File: src/ecpmc_pkg.sv
package ecpmc_pkg;

    // ------------------------------------------------------------
    // Register offsets from the port base address.
    // ------------------------------------------------------------
    localparam logic [10:0] OFS_CMDQ = 11'h000;
    localparam logic [10:0] OFS_FIFO = 11'h400;
    localparam logic [10:0] OFS_CFGB = 11'h401;
    localparam logic [10:0] OFS_ECR  = 11'h402;

    // ------------------------------------------------------------
    // Extended control register layout and reset value.
    // ------------------------------------------------------------
    localparam int          ECR_MODE_LSB = 5;
    localparam int          ECR_FDIS     = 4;
    localparam int          ECR_DMA      = 3;
    localparam int          ECR_SVC      = 2;
    localparam int          ECR_FULL     = 1;
    localparam int          ECR_EMPTY    = 0;
    localparam logic [7:0]  ECR_RESET    = 8'h14;
    localparam logic [7:0]  CFGA_VALUE   = 8'h10;

    // ------------------------------------------------------------
    // FIFO geometry and timing.
    // ------------------------------------------------------------
    localparam int          FIFO_DEPTH   = 16;
    localparam int          CLK_NS       = 10;
    localparam int          IRQ_PULSE_NS = 100;
    localparam int          STROBE_NS    = 500;
    localparam int          SETUP_NS     = 500;
    localparam logic [7:0]  IRQ_CYC      = 8'(IRQ_PULSE_NS / CLK_NS);
    localparam logic [7:0]  STROBE_CYC   = 8'((STROBE_NS + CLK_NS - 1) / CLK_NS);
    localparam logic [7:0]  SETUP_CYC    = 8'((SETUP_NS + CLK_NS - 1) / CLK_NS);
    localparam logic [14:0] SYNC_RESET   = 15'h7FFF;

    typedef enum logic [2:0] {
        MODE_STD   = 3'b000,
        MODE_BIDIR = 3'b001,
        MODE_CFIFO = 3'b010,
        MODE_ECP   = 3'b011,
        MODE_EPP   = 3'b100,
        MODE_RSVD  = 3'b101,
        MODE_TEST  = 3'b110,
        MODE_CFG   = 3'b111
    } ecpmc_mode_t;

    typedef struct packed {
        logic       cmd;
        logic [7:0] data;
    } ecpmc_entry_t;

endpackage

File: src/ecpmc_top.sv
// What this block does
// - Three-bit mode field selects port mode.
// - Fault falling edge or re-enable interrupts.
// - DMA runs only when allowed and unmasked.
// - Mask set blocks DMA and service interrupts.
// - Service interrupt sets mask; software clears.
// - DMA terminal count sets the mask.
// - Forward: free space reaching threshold interrupts.
// - Reverse: fill reaching threshold interrupts.
// - Read-only full and empty status bits.
// - Standard mode: FIFO reset, open-collector controls.
// - Bidirectional: direction tri-states data, push-pull.
// - Compatible FIFO mode sends with printer handshake.
// - ECP forward shares FIFO; reverse fills FIFO.
// - Mode 100 EPP only when enabled.
// - Test mode: FIFO free access, no handshake.
// - Configuration mode maps config word A at FIFO, config word B at the next address.
// - Config word B reports IRQ and DMA codes.
// - Extended modes switch only back to standard or bidirectional.
// - Entering FIFO or ECP mode starts transfers.
// - Leaving mode deasserts lines, discards bytes.
// - ECP reverse handshakes bytes to fill FIFO.
// - Service interrupt is brief low pulse, shared.
// - Effective threshold is programmed value plus one.
`timescale 1ns/10ps
`default_nettype none
module ecpmc_top
    import ecpmc_pkg::*;
(
    input  wire logic        CLOCK_I,
    input  wire logic        RST_I,
    input  wire logic        SEL_I,
    input  wire logic [10:0] ADDR_I,
    input  wire logic        IOR_N_I,
    input  wire logic        IOW_N_I,
    input  wire logic [7:0]  DATA_I,
    output logic      [7:0]  DATA_O,
    output logic             DATA_OE_O,
    input  wire logic        DACK_N_I,
    input  wire logic        TC_I,
    output logic             DRQ_O,
    output logic             INTR_O,
    output logic             INTR_OE_O,
    input  wire logic        DIRECTION_I,
    input  wire logic [3:0]  DCR_CTRL_I,
    input  wire logic [7:0]  DATA_REG_I,
    output logic      [7:0]  DATA_READ_O,
    input  wire logic [3:0]  IRQ_SEL_I,
    input  wire logic [1:0]  DMA_SEL_I,
    input  wire logic        EPP_ENABLE_CONFIG_I,
    input  wire logic [3:0]  THRESHOLD_SETTING_I,
    output logic             EPP_ACTIVE_O,
    input  wire logic        FAULT_INPUT_LOW_I,
    input  wire logic        BUSY_I,
    input  wire logic        ACK_LOW_I,
    input  wire logic [7:0]  PD_I,
    output logic      [7:0]  PD_O,
    output logic             PD_OE_O,
    output logic      [3:0]  CTRL_O,
    output logic      [3:0]  CTRL_OE_O
);

    // ------------------------------------------------------------
    // Pin synchronisers
    // ------------------------------------------------------------
    typedef enum logic [2:0] {
        ST_IDLE, ST_SETUP, ST_STROBE, ST_HOLD, ST_RX_REQ, ST_RX_ACK
    } ecpmc_state_t;

    logic [14:0]  s1_q, s2_q;
    logic [2:0]   edge_q;
    ecpmc_mode_t  mode_q;
    logic         fdis_q, dma_q, svc_q;
    ecpmc_entry_t mem [FIFO_DEPTH];
    logic [3:0]   wp_q, rp_q;
    logic [4:0]   cnt_q;
    ecpmc_state_t st_q;
    logic [7:0]   tmr_q, irq_q, dout_q, pd_q, rdreg_q;
    logic         cmd_q, oe_q;

    // Every bus control and printer pin passes two flops; the third stage only serves edges.
    always_ff @(posedge CLOCK_I or posedge RST_I)
    begin
        if (RST_I)
        begin
            s1_q   <= SYNC_RESET;
            s2_q   <= SYNC_RESET;
            edge_q <= 3'h7;
        end
        else
        begin
            s1_q   <= {IOW_N_I, IOR_N_I, DACK_N_I, TC_I, FAULT_INPUT_LOW_I,
                       BUSY_I, ACK_LOW_I, PD_I};
            s2_q   <= s1_q;
            edge_q <= {s2_q[14:13], s2_q[10]};
        end
    end

    wire       iow_n   = s2_q[14];
    wire       ior_n   = s2_q[13];
    wire       dack    = ~s2_q[12];
    wire       tc      = s2_q[11];
    wire       fault_n = s2_q[10];
    wire       busy    = s2_q[9];
    wire       ack_n   = s2_q[8];
    wire [7:0] pd_in   = s2_q[7:0];

    // ------------------------------------------------------------
    // Decode
    // ------------------------------------------------------------
    // Address and data are held for the whole strobe, so sampling them
    // at the synchronised edge is safe without their own flops.
    wire wr_ev   = edge_q[2] & ~iow_n;
    wire rd_ev   = edge_q[1] & ~ior_n;
    wire is_cfg  = (mode_q == MODE_CFG);
    wire fwd     = ~DIRECTION_I;
    wire fifo_md = (mode_q == MODE_CFIFO) | (mode_q == MODE_ECP)
                 | (mode_q == MODE_TEST);
    wire auto_md = (mode_q == MODE_CFIFO) | (mode_q == MODE_ECP);
    wire at_fifo = SEL_I & ~dack & (ADDR_I == OFS_FIFO);
    wire at_cfgb = SEL_I & ~dack & (ADDR_I == OFS_CFGB);
    wire at_ecr  = SEL_I & ~dack & (ADDR_I == OFS_ECR);
    wire at_cmdq = SEL_I & ~dack & (ADDR_I == OFS_CMDQ);
    wire full    = (cnt_q == 5'(FIFO_DEPTH));
    wire empty   = (cnt_q == 5'h00);
    wire [4:0] thr  = {1'b0, THRESHOLD_SETTING_I} + 5'h01;
    wire [4:0] free = 5'(FIFO_DEPTH) - cnt_q;

    // Host FIFO access, by address or by DMA acknowledge.
    wire host_wr = wr_ev & ((dack | (at_fifo & ~is_cfg))
                 & ((mode_q == MODE_CFIFO) | (mode_q == MODE_TEST)
                 | ((mode_q == MODE_ECP) & fwd)));
    wire cmd_wr  = wr_ev & at_cmdq & (mode_q == MODE_ECP) & fwd;
    wire host_rd = rd_ev & (dack | (at_fifo & ~is_cfg))
                 & ((mode_q == MODE_TEST) | ((mode_q == MODE_ECP) & ~fwd));
    wire ecr_wr  = wr_ev & at_ecr;

    // ------------------------------------------------------------
    // Extended control register
    // ------------------------------------------------------------
    wire [2:0] new_mode = DATA_I[ECR_MODE_LSB +: 3];
    wire mode_ok = (mode_q == MODE_STD) | (mode_q == MODE_BIDIR)
                 | (new_mode == MODE_STD) | (new_mode == MODE_BIDIR);
    wire fifo_clr = (mode_q == MODE_STD) | (mode_q == MODE_BIDIR);

    // Service condition; the mask blocks it and hardware then sets it.
    wire tc_ev   = dack & tc & (wr_ev | rd_ev);
    wire svc_ev  = fifo_md & ~svc_q & (dma_q ? tc_ev
                 : (fwd ? (free >= thr) : (cnt_q >= thr)));
    wire fall_ev = (mode_q == MODE_ECP) & ~fdis_q & edge_q[0] & ~fault_n;
    wire fen_ev  = ecr_wr & (mode_q == MODE_ECP) & fdis_q
                 & ~DATA_I[ECR_FDIS] & ~fault_n;
    wire irq_go  = svc_ev | fall_ev | fen_ev;

    // Hardware set wins over a software clear in the same cycle.
    always_ff @(posedge CLOCK_I or posedge RST_I)
    begin
        if (RST_I)
        begin
            mode_q <= MODE_STD;
            fdis_q <= ECR_RESET[ECR_FDIS];
            dma_q  <= ECR_RESET[ECR_DMA];
            svc_q  <= ECR_RESET[ECR_SVC];
        end
        else
        begin
            if (ecr_wr & mode_ok)
                mode_q <= ecpmc_mode_t'(new_mode);
            if (ecr_wr)
            begin
                fdis_q <= DATA_I[ECR_FDIS];
                dma_q  <= DATA_I[ECR_DMA];
            end
            if (svc_ev)
                svc_q <= 1'b1;
            else if (ecr_wr)
                svc_q <= DATA_I[ECR_SVC];
        end
    end

    // DMA asks while the FIFO can move a byte in the current direction.
    assign DRQ_O = fifo_md & dma_q & ~svc_q
                 & (fwd ? ~full : ~empty);
    assign EPP_ACTIVE_O = (mode_q == MODE_EPP) & EPP_ENABLE_CONFIG_I;

    // ------------------------------------------------------------
    // Port handshake engine
    // ------------------------------------------------------------
    wire tx_start = (st_q == ST_IDLE) & auto_md & fwd & ~empty & ~busy;
    wire rx_take  = (st_q == ST_RX_REQ) & ~ack_n & ~full;
    wire port_pop = tx_start;
    wire port_push = rx_take & busy;
    wire do_push  = (host_wr | cmd_wr) & ~full | port_push;
    wire do_pop   = host_rd & ~empty | port_pop;
    ecpmc_entry_t push_e;
    assign push_e = port_push ? '{1'b0, pd_in} : '{cmd_wr, DATA_I};

    // Leaving an automatic mode drops the engine at once, which also
    // releases line feed in the middle of a reverse byte.
    always_ff @(posedge CLOCK_I or posedge RST_I)
    begin
        if (RST_I)
        begin
            st_q  <= ST_IDLE;
            tmr_q <= 8'h00;
            pd_q  <= 8'h00;
            cmd_q <= 1'b0;
        end
        else if (~auto_md)
            st_q  <= ST_IDLE;
        else
        begin
            tmr_q <= (tmr_q != 8'h00) ? tmr_q - 8'h01 : 8'h00;
            case (st_q)
                ST_IDLE:
                begin
                    if (tx_start)
                    begin
                        pd_q  <= mem[rp_q].data;
                        cmd_q <= mem[rp_q].cmd;
                        tmr_q <= SETUP_CYC;
                        st_q  <= ST_SETUP;
                    end
                    else if ((mode_q == MODE_ECP) & ~fwd & ~full)
                        st_q  <= ST_RX_REQ;
                end
                ST_SETUP:
                    if (tmr_q == 8'h00)
                    begin
                        tmr_q <= STROBE_CYC;
                        st_q  <= ST_STROBE;
                    end
                ST_STROBE:
                    if ((mode_q == MODE_ECP) ? busy : (tmr_q == 8'h00))
                        st_q <= ST_HOLD;
                ST_HOLD:
                    if (~busy)
                        st_q <= ST_IDLE;
                ST_RX_REQ:
                    if (rx_take)
                        st_q <= ST_RX_ACK;
                ST_RX_ACK:
                    if (ack_n)
                        st_q <= ST_IDLE;
                default:
                    st_q <= ST_IDLE;
            endcase
        end
    end

    // ------------------------------------------------------------
    // FIFO store
    // ------------------------------------------------------------
    // Test mode never stalls: a full write is dropped, an empty read
    // returns the last byte again.
    always_ff @(posedge CLOCK_I or posedge RST_I)
    begin
        if (RST_I)
        begin
            wp_q  <= 4'h0;
            rp_q  <= 4'h0;
            cnt_q <= 5'h00;
        end
        else if (fifo_clr)
        begin
            wp_q  <= 4'h0;
            rp_q  <= 4'h0;
            cnt_q <= 5'h00;
        end
        else
        begin
            if (do_push)
                wp_q <= wp_q + 4'h1;
            if (do_pop)
                rp_q <= rp_q + 4'h1;
            cnt_q <= cnt_q + {4'h0, do_push} - {4'h0, do_pop};
        end
    end

    always_ff @(posedge CLOCK_I)
    begin
        if (do_push)
            mem[wp_q] <= push_e;
    end

    // ------------------------------------------------------------
    // Read data and configuration words
    // ------------------------------------------------------------
    logic [2:0] irq_code, dma_code;
    always_comb
    begin
        case (IRQ_SEL_I)
            4'hF:    irq_code = 3'h6;
            4'hE:    irq_code = 3'h5;
            4'hB:    irq_code = 3'h4;
            4'hA:    irq_code = 3'h3;
            4'h9:    irq_code = 3'h2;
            4'h7:    irq_code = 3'h1;
            4'h5:    irq_code = 3'h7;
            default: irq_code = 3'h0;
        endcase
        case (DMA_SEL_I)
            2'h3:    dma_code = 3'h3;
            2'h2:    dma_code = 3'h2;
            2'h1:    dma_code = 3'h1;
            default: dma_code = 3'h0;
        endcase
    end

    wire [7:0] ecr_rd  = {mode_q, fdis_q, dma_q, svc_q, full, empty};
    wire [7:0] cfgb_rd = {1'b0, ~INTR_OE_O, irq_code, dma_code};
    wire [7:0] fifo_rd = empty ? mem[rp_q - 4'h1].data : mem[rp_q].data;
    wire [7:0] rd_mux  = at_ecr ? ecr_rd
                       : (is_cfg & at_fifo) ? CFGA_VALUE
                       : (is_cfg & at_cfgb) ? cfgb_rd : fifo_rd;
    wire       rd_hit  = at_ecr | at_fifo | dack | (is_cfg & at_cfgb);

    always_ff @(posedge CLOCK_I or posedge RST_I)
    begin
        if (RST_I)
        begin
            dout_q  <= 8'h00;
            oe_q    <= 1'b0;
            rdreg_q <= 8'h00;
        end
        else
        begin
            if (rd_ev)
                dout_q <= rd_mux;
            oe_q    <= ~ior_n & rd_hit;
            rdreg_q <= (mode_q == MODE_BIDIR) ? pd_in : DATA_REG_I;
        end
    end
    assign DATA_O      = dout_q;
    assign DATA_OE_O   = oe_q;
    assign DATA_READ_O = rdreg_q;

    // ------------------------------------------------------------
    // Interrupt pulse and pins
    // ------------------------------------------------------------
    always_ff @(posedge CLOCK_I or posedge RST_I)
    begin
        if (RST_I)
            irq_q <= 8'h00;
        else if (irq_go)
            irq_q <= IRQ_CYC;
        else if (irq_q != 8'h00)
            irq_q <= irq_q - 8'h01;
    end
    assign INTR_O    = 1'b0;
    assign INTR_OE_O = (irq_q != 8'h00);

    // Control order: strobe, line feed, init, select (all active low).
    wire strobe_low = (st_q == ST_STROBE);
    wire lf_low     = (st_q == ST_RX_REQ)
                    | ((mode_q == MODE_ECP) & cmd_q & (st_q != ST_IDLE));
    wire [3:0] ctl  = auto_md ? {DCR_CTRL_I[3:2], ~lf_low, ~strobe_low}
                              : DCR_CTRL_I;
    assign CTRL_O    = ctl;
    assign CTRL_OE_O = (mode_q == MODE_STD) ? ~ctl : 4'hF;
    assign PD_O      = auto_md ? pd_q : DATA_REG_I;
    assign PD_OE_O   = (mode_q == MODE_STD) | (mode_q == MODE_CFIFO)
                     | fwd;
endmodule
`default_nettype wire

File: config.mk
export PLATFORM = sky130hd
export DESIGN_NAME = ecpmc_top
export DESIGN_NICKNAME = d
export VERILOG_FILES = /design/src/ecpmc_pkg.sv /design/src/ecpmc_top.sv
export SDC_FILE = /design/constraint.sdc
export NUM_CORES = 1
export LEC_CHECK = 0
export ABC_AREA = 1
export BUFFER_PORTS_ARGS = -buffer_cell sky130_fd_sc_hd__buf_2
export CELL_PAD_IN_SITES_DETAIL_PLACEMENT = 1
export CELL_PAD_IN_SITES_GLOBAL_PLACEMENT = 1
export CORE_MARGIN = 2
export CORE_UTILIZATION = 50
export DETAILED_ROUTE_END_ITERATION = 10
export PLACE_DENSITY = 0.84
export SYNTH_ARGS = -nofsm -noshare
export SYNTH_HDL_FRONTEND = slang
export SYNTH_SLANG_ARGS = --single-unit
File: constraint.sdc
create_clock -name CLOCK_I -period 7.65 [get_ports CLOCK_I]
set_input_delay 1.53 -clock CLOCK_I [delete_from_list [all_inputs] [get_ports CLOCK_I]]
set_output_delay 1.53 -clock CLOCK_I [all_outputs]
set_load 0.02 [all_outputs]
==> impl_metrics.json, run 1 <==
{
  "wl_per_cell_um": 22.6,
  "arrival_ns": 2.73,
  "hold_ws_ns": 0.355,
  "worst_ep_required_time_ns": 6.12,
  "yosysTopAreaCell": "edfxtp_1",
  "synth_seq_cells": 241,
  "synthTopCellsByArea": "edfxtp_1, dfrtp_1, nand2_1",
  "tns_ns": 0,
  "ir_worst_vdd_mv": 0.219,
  "cts-root-buf": "clkbuf_16",
  "gp_congestion": 0.875,
  "syn_area_per_cell_um2": 8.73,
  "std_cell_rows": 57,
  "fin_cells": 1839,
  "area_growth_pct": 13.2,
  "drc_errors": 0,
  "clk_pin_slew_ns": 0.06,
  "synth_nets": 1503,
  "power.total_mw": 3.00,
  "grt_overflow": 0,
  "post_cts_buffers": 0,
  "cp_max_fo": 4,
  "placedCellCount": 1789,
  "antenna_found_initial": 0,
  "crit_path_start_kind": "register",
  "fin_crit_ns": 4.26,
  "track_usage": 0.320,
  "setup_slack_ns": 3.39,
  "vias": 10800,
  "setup_violations": 0,
  "synthCells": 1413,
  "grt_pass1_wl_um": 64200,
  "drive_above_1_share": 0.150,
  "dp_hpwl_um": 27900,
  "worstSetupEndpointType": "primary output",
  "fin_nets": 1584,
  "outcome": "completed",
  "place_ws_ns": 3.15,
  "ys_warn_count": 0,
  "drt_iter0_markers": 1064,
  "power_frac_clock": 0.445,
  "grt_pass1_vias": 11200,
  "fillCellCount": 2861,
  "cts_num_sinks": 241,
  "boundaryPins": 99,
  "diodes": 0,
  "grt_max_degree": 114,
  "synth_cell_types": 48,
  "slew_headroom": 0.188,
  "finClkSkew_ns": 0.0209,
  "rsz0062_at_grt": "no",
  "cts_max_level": 1,
  "synth_seq_area_share": 0.551,
  "max-clock-path-buffers": 3,
  "die_width_um": 161,
  "firstDrtPassIters": 5,
  "pwr-share-seq": 0.476,
  "slew_viol_final": 0,
  "clk_latency_ns": 0.55,
  "die_area_um2": 26000,
  "wl_um": 41500,
  "vias_per_cell": 5.88,
  "start_util": 0.509,
  "synthesis.area_um2": 12300,
  "net-switching-power_mw": 0.719,
  "holdBufCountCts": 0,
  "cts_made_buffers": 27,
  "ctsResizeCount": 0,
  "period_share": 0.557,
  "regArea_um2": 6800,
  "worst_pin_slew_ns": 1.22,
  "ant_nets": 0,
  "cts_tree": "done",
  "core_area_um2": 24200,
  "internal_power_mw": 2.29,
  "switching_share": 0.239,
  "die_h_um": 161,
  "cap_violations": 0,
  "worstSetupPathType": "reg2out",
  "yosysTopAreaCellShare": 0.350,
  "multi_input_area_um2": 4760,
  "port-buffer-count": 97,
  "worstHoldPathType": "reg2reg",
  "power.leakage_nw": 6.15,
  "pwr_density_cell_nw_per_um2": 215,
  "p_comb_frac": 0.080,
  "max_freq_mhz": 235,
  "hold_viol_final": 0
}
==> synth_stat cells, drive strengths merged <==
cell	number
a2111oi	1
a21oi	49
a31oi	3
and3	1
buf	43
clkbuf	20
clkinv	3
conb	1
dfrtp	62
dfstp	35
edfxtp	144
fa	1
ha	28
inv	118
nand2	394
nand3	222
nand3b	2
nand4	18
nor2	142
nor3	15
nor3b	1
nor4	1
o211ai	9
o21a	4
o21ai	68
o21bai	1
o221ai	2
o22ai	2
o311ai	1
or2	3
xnor2	7
xor2	12
==> per-layer routing <==
metal  GRT usage  up-vias  wire length, um
li1            -     4871                -
met1       0.417     5403            16400
met2       0.546      434            20700
met3      0.0465      105             2890
met4       0.119        0             1480
met5           0        -                0
==> power by group through the flow <==
stage / sequential (mW) / clock (mW) / combinational, mW
6_report: 1.43 / 1.34 / 0.239
5_1_grt: 1.43 / 1.39 / 0.261
4_1_cts: 1.43 / 1.35 / 0.237
3_5_place_dp: 1.45 / 0 / 0.226
3_3_place_gp: 1.45 / 0 / 0.215
2_1_floorplan: 1.46 / 0 / 0.133
==> logic make-up (layout without fill, tap and decap cells) <==
kind of cell,count (synthesis),count (layout),share of synthesized area
other cells,1,1,0.000304
fa+ha+maj,29,29,0.0300
buf+inv,184,286,0.0635
compound gates,140,140,0.0620
xor+xnor,19,19,0.0147
simple gates,799,799,0.279
flops,241,241,0.551
==> worst max-delay path, cell delays in order, from the launching register on <==
cell       delay, ns
dfrtp_1         0.46
inv_1           0.12
ha_1            0.23
nand2_1         0.08
inv_1           0.06
ha_1            0.28
inv_1           0.15
nor2_1          0.06
a2111oi_0       0.48
buf_2           0.28
==> sequential cells by signal (all words and copies together), names as in the netlist <==
name	flops
DATA_READ_O	8
mem	144
DATA_O	8
s2_q	15
rp_q	4
st_q	3
pd_q	8
cmd_q	1
irq_q	8
cnt_q	5
svc_q	1
wp_q	4
edge_q	3
dma_q	1
fdis_q	1
tmr_q	8
s1_q	15
DATA_OE_O	1
mode_q	3
==> placed cells by master (no fill, tap or decap), types with 14 or more instances in the layout <==
| cell type | count |
|---|---|
| a21oi_1 | 49 |
| buf_2 | 97 |
| buf_4 | 18 |
| clkbuf_16 | 27 |
| dfrtp_1 | 61 |
| dfstp_2 | 35 |
| edfxtp_1 | 144 |
| ha_1 | 28 |
| inv_1 | 110 |
| nand2_1 | 387 |
| nand3_1 | 221 |
| nand4_1 | 18 |
| nor2_1 | 138 |
| nor3_1 | 14 |
| o21ai_0 | 56 |
==> worst paths after layout <==
kind	from	end	slack, ns	cells after the start
min	s1_q[1]	s2_q[1]	0.36	0
min reg2reg	s1_q[1]	s2_q[1]	0.36	0
max reg2reg	cnt_q[1]	cnt_q[4]	3.46	19
min in group asynchronous	RST_I	irq_q[2]	1.06	2
max	cnt_q[1]	DRQ_O	3.39	9
max in group asynchronous	RST_I	st_q[1]	5.50	3
==> layout make-up <==
| cell class | count | share of cell area |
|---|---|---|
| repair buffers | 115 | 0.0444 |
| well taps | 324 | 0.0290 |
| clock buffers | 34 | 0.0531 |
| inverters | 121 | 0.0332 |
| clock inverters | 16 | 0.0127 |
| flip-flops and latches | 241 | 0.487 |
| multi-input cells | 988 | 0.341 |
==> per-stage QoR <==
stage	instance area (um^2)	utilization
4_1_cts	14000	0.576
3_3_place_gp	13100	0.538
3_5_place_dp	13100	0.538
6_report	14000	0.576
5_1_grt	14000	0.576
2_1_floorplan	12300	-
(Power assumes the default switching activity.)
==> run 2, diff against run 1 <==
- CORE_UTILIZATION: 50 -> 46
- PLACE_DENSITY: 0.84 -> 0.78
- clock period: 7.65 -> 4.4 ns (I/O delays scaled with it)
==> impl_metrics.json, run 2 (synthesis gave the netlist of run 1 again) <==
{
  "outcome": "completed",
  "firstDrtPassIters": 5,
  "die_area_um2": 28200,
  "die_h_um": 168,
  "cap_violations": 0,
  "fin_nets": 1589,
  "worstSetupEndpointType": "register",
  "holdBufCountCts": 0,
  "clk_latency_ns": 0.55,
  "cp_max_fo": 14,
  "fin_crit_ns": 3.87,
  "ctsResizeCount": 0,
  "ir_worst_vdd_mv": 0.370,
  "track_usage": 0.293,
  "wl_per_cell_um": 22.0,
  "diodes": 0,
  "wl_um": 40800,
  "max-clock-path-buffers": 3,
  "arrival_ns": 4.29,
  "cts_num_sinks": 241,
  "cts_made_buffers": 27,
  "max_freq_mhz": 259,
  "post_cts_buffers": 0,
  "power.leakage_nw": 6.17,
  "pwr_density_cell_nw_per_um2": 370,
  "vias_per_cell": 5.74,
  "drive_above_1_share": 0.151,
  "antenna_found_initial": 0,
  "worstSetupPathType": "reg2reg",
  "cts_tree": "done",
  "worst_pin_slew_ns": 1.25,
  "power.total_mw": 5.18,
  "setup_violations": 0,
  "largest_register_ffs": 144,
  "hold_viol_final": 0,
  "final_common_cell": "nand2_1",
  "slew_viol_final": 0,
  "grt_pass1_wl_um": 63200,
  "clk_pin_slew_ns": 0.06,
  "start_util": 0.471,
  "whs_path_depth": 0,
  "largest-register": "mem",
  "cts_max_level": 1,
  "std_cell_rows": 59,
  "grt_overflow": 0,
  "grt_pass1_vias": 10900,
  "boundaryPins": 99,
  "vias": 10600,
  "grt_max_degree": 84,
  "top_regs": "mem (144), s1_q (15), s2_q (15)",
  "layout_common_cells": "nand2_1, nand3_1, edfxtp_1, nor2_1, inv_1",
  "worstHoldPathType": "reg2reg",
  "worst_ep_required_time_ns": 4.82,
  "finClkSkew_ns": 0.0142,
  "ant_nets": 0,
  "cts-root-buf": "clkbuf_16",
  "gp_congestion": 0.882,
  "tns_ns": 0,
  "core_area_um2": 26200,
  "drc_errors": 0,
  "crit_path_start_kind": "register",
  "slew_headroom": 0.162,
  "drt_iter0_markers": 952,
  "rsz0062_at_grt": "no",
  "dp_hpwl_um": 28200,
  "period_share": 0.879,
  "die_width_um": 168,
  "port-buffer-count": 97,
  "worstRegToRegCells": 19,
  "area_growth_pct": 13.5,
  "final_util": 0.534
}
run 2: cell count changes in the layout (fill, tap and decap cells not counted), sizes merged:
cell / delta
clkbuf: +6
buf: +5
clkinv: -4
clkinvlp: -2
bufinv: -1
inv: +1
run 2: final timing paths:
check | slack, ns | start | to
worst min-delay path | 0.35 | s1_q[5] | s2_q[5]
worst min register to register | 0.35 | s1_q[5] | s2_q[5]
worst max-delay path | 0.53 | cnt_q[1] | cnt_q[4]
min in group asynchronous | 0.57 | RST_I | cnt_q[0]
max in group asynchronous | 2.88 | RST_I | edge_q[1]
worst max register to register | 0.53 | cnt_q[1] | cnt_q[4]
run 2: layout make-up:
type | instances | area, um^2
Clock buffer | 40 | 788
Fill cell | 3098 | 12200
Multi-Input combinational cell | 988 | 4770
Clock inverter | 10 | 105
Tap cell | 335 | 419
Inverter | 121 | 464
Timing Repair Buffer | 120 | 658
Sequential cell | 241 | 6800
run 2: report_power, final:
part	internal, mW	switching [mW]
sequential	2.45	0.0309
clock	1.36	0.938
combinational	0.143	0.261
run 2: per-stage QoR:
stage	instance area, um^2	hold WS (ns)	instances	worst slack, ns
after floorplan	12300	0.345	1413	1.04
after global placement	13100	0.346	1805	0.731
after detailed placement	13100	0.347	1805	0.594
after CTS	14000	0.354	1855	0.578
after global routing	14000	0.356	1855	0.282
final	14000	0.353	1855	0.533
run 2: critical path, stage by stage, from the launching register on:
cell      delay, ns
dfrtp_1        0.44
inv_1          0.12
ha_1           0.22
nand2_1        0.07
inv_1          0.06
ha_1           0.19
clkinv_1       0.19
nand3_1        0.20
nor3_4         0.45
inv_4          0.18
nand2_4        0.14
ha_1           0.23
inv_1          0.06
ha_1           0.17
inv_1          0.06
fa_1           0.40
o21bai_1       0.23
a21oi_1        0.11
xor2_1         0.16
nor2_1         0.05
run 2: layer usage:
layer,global-route usage,share of wire
met3,0.0350,0.062
met2,0.481,0.47
met1,0.413,0.44
met4,0.0839,0.028
met5,0,0
==> run 3, diff against run 2 <==
- BUFFER_PORTS_ARGS: -buffer_cell sky130_fd_sc_hd__buf_2 -> unset
- CORE_UTILIZATION: 46 -> 49
- DONT_BUFFER_PORTS: unset -> 1
- HOLD_SLACK_MARGIN: unset -> 0.02
==> impl_metrics.json, run 3 (synthesis gave the netlist of run 1 again) <==
{
  "cts_max_level": 1,
  "core_area_um2": 25000,
  "rsz0062_at_grt": "no",
  "hold_ws_ns": 0.339,
  "power.leakage_nw": 5.77,
  "fillCellCount": 2950,
  "outcome": "completed",
  "layout_common_cells": "nand2_1, nand3_1, edfxtp_1, nor2_1, inv_1",
  "slew_viol_final": 0,
  "std_cell_rows": 58,
  "top_regs": "mem (144), s1_q (15), s2_q (15)",
  "cts_made_buffers": 27,
  "clk_latency_ns": 0.53,
  "cts_num_sinks": 241,
  "period_share": 0.852,
  "vias": 10200,
  "arrival_ns": 4.15,
  "final_common_cell": "nand2_1",
  "cp_max_fo": 14,
  "finClkSkew_ns": 0.0108,
  "ir_worst_vdd_mv": 0.312,
  "wl_um": 38600,
  "grt_max_degree": 92,
  "diodes": 0,
  "die_h_um": 163,
  "max-clock-path-buffers": 3,
  "die_area_um2": 26500,
  "ant_nets": 0,
  "worstRegToRegCells": 19,
  "firstDrtPassIters": 6,
  "post_cts_buffers": 0,
  "tns_ns": 0,
  "crit_path_start_kind": "register",
  "wl_per_cell_um": 22.0,
  "die_width_um": 163,
  "worst_ep_required_time_ns": 4.80,
  "slew_headroom": 0.239,
  "grt_pass1_vias": 10400,
  "track_usage": 0.290,
  "cap_violations": 0,
  "area_growth_pct": 9.08,
  "drive_above_1_share": 0.0905,
  "ctsResizeCount": 0,
  "fin_nets": 1499,
  "vias_per_cell": 5.81,
  "drt_iter0_markers": 850,
  "worstSetupPathType": "reg2reg",
  "worstSetupEndpointType": "register",
  "power.total_mw": 4.91,
  "gp_congestion": 0.876,
  "clk_pin_slew_ns": 0.06,
  "grt_overflow": 0,
  "cts_tree": "done",
  "cts-root-buf": "clkbuf_16",
  "grt_pass1_wl_um": 58500,
  "setup_violations": 0,
  "max_freq_mhz": 267,
  "worstHoldPathType": "in2async",
  "drc_errors": 0,
  "boundaryPins": 99,
  "antenna_found_initial": 0,
  "final_util": 0.539,
  "fin_crit_ns": 3.75,
  "dp_hpwl_um": 26000,
  "hold_viol_final": 0,
  "port-buffer-count": 0,
  "holdBufCountCts": 0,
  "start_util": 0.494,
  "largest_register_ffs": 144,
  "pwr_density_cell_nw_per_um2": 365,
  "worst_pin_slew_ns": 1.14,
  "largest-register": "mem"
}
run 3: per-layer routing:
metal | wire (um) | global-route usage | part of all wire | vias to the layer above
met5 | 0 | 0 | 0 | -
met4 | 1430 | 0.100 | 0.037 | 0
met3 | 2250 | 0.0407 | 0.058 | 92
met2 | 18400 | 0.489 | 0.48 | 308
met1 | 16500 | 0.386 | 0.43 | 5114
li1 | - | - | - | 4692
run 3: stage by stage:
step | cell area (um^2) | setup WS (ns) | cells
2_1_floorplan | 12300 | 1.04 | 1413
3_3_place_gp | 12700 | 0.794 | 1710
3_5_place_dp | 12700 | 0.715 | 1710
4_1_cts | 13500 | 0.649 | 1756
5_1_grt | 13500 | 0.395 | 1756
6_report | 13500 | 0.653 | 1756
run 3: area by class of cell:
| class | instances | area (um^2) | share of cell area |
|---|---|---|---|
| well taps | 330 | 413 | 0.0307 |
| multi-input cells | 988 | 4760 | 0.354 |
| clock buffers | 39 | 763 | 0.0567 |
| repair buffers | 30 | 225 | 0.0167 |
| clock inverters | 7 | 32.5 | 0.00242 |
| inverters | 121 | 464 | 0.0345 |
| flip-flops and latches | 241 | 6800 | 0.505 |
run 3: power breakdown:
group | internal, mW | total, mW | switching, mW
Clock | 1.19 | 2.08 | 0.888
Combinational | 0.114 | 0.326 | 0.212
Sequential | 2.45 | 2.50 | 0.0486
run 3: final timing paths:
kind	to	from	slack [ns]
worst max register to register	cnt_q[4]	cnt_q[1]	0.65
worst min register to register	s2_q[3]	s1_q[3]	0.35
worst max-delay path	cnt_q[4]	cnt_q[1]	0.65
max in group asynchronous	DATA_READ_O[6]	RST_I	3.01
worst min-delay path	dma_q	RST_I	0.34
min in group CLOCK_I	s1_q[4]	PD_I[4]	0.34
run 3: worst max-delay path, stage by stage (launching register included):
cell      delay [ns]
dfrtp_1         0.43
inv_1           0.11
ha_1            0.23
nand2_1         0.08
inv_1           0.05
ha_1            0.19
clkinv_1        0.21
nand3_1         0.21
nor3_4          0.45
inv_4           0.18
nand2_4         0.15
ha_1            0.24
inv_1           0.06
ha_1            0.15
inv_1           0.06
fa_1            0.40
o21bai_1        0.16
a21oi_1         0.09
xor2_1          0.13
nor2_1          0.06
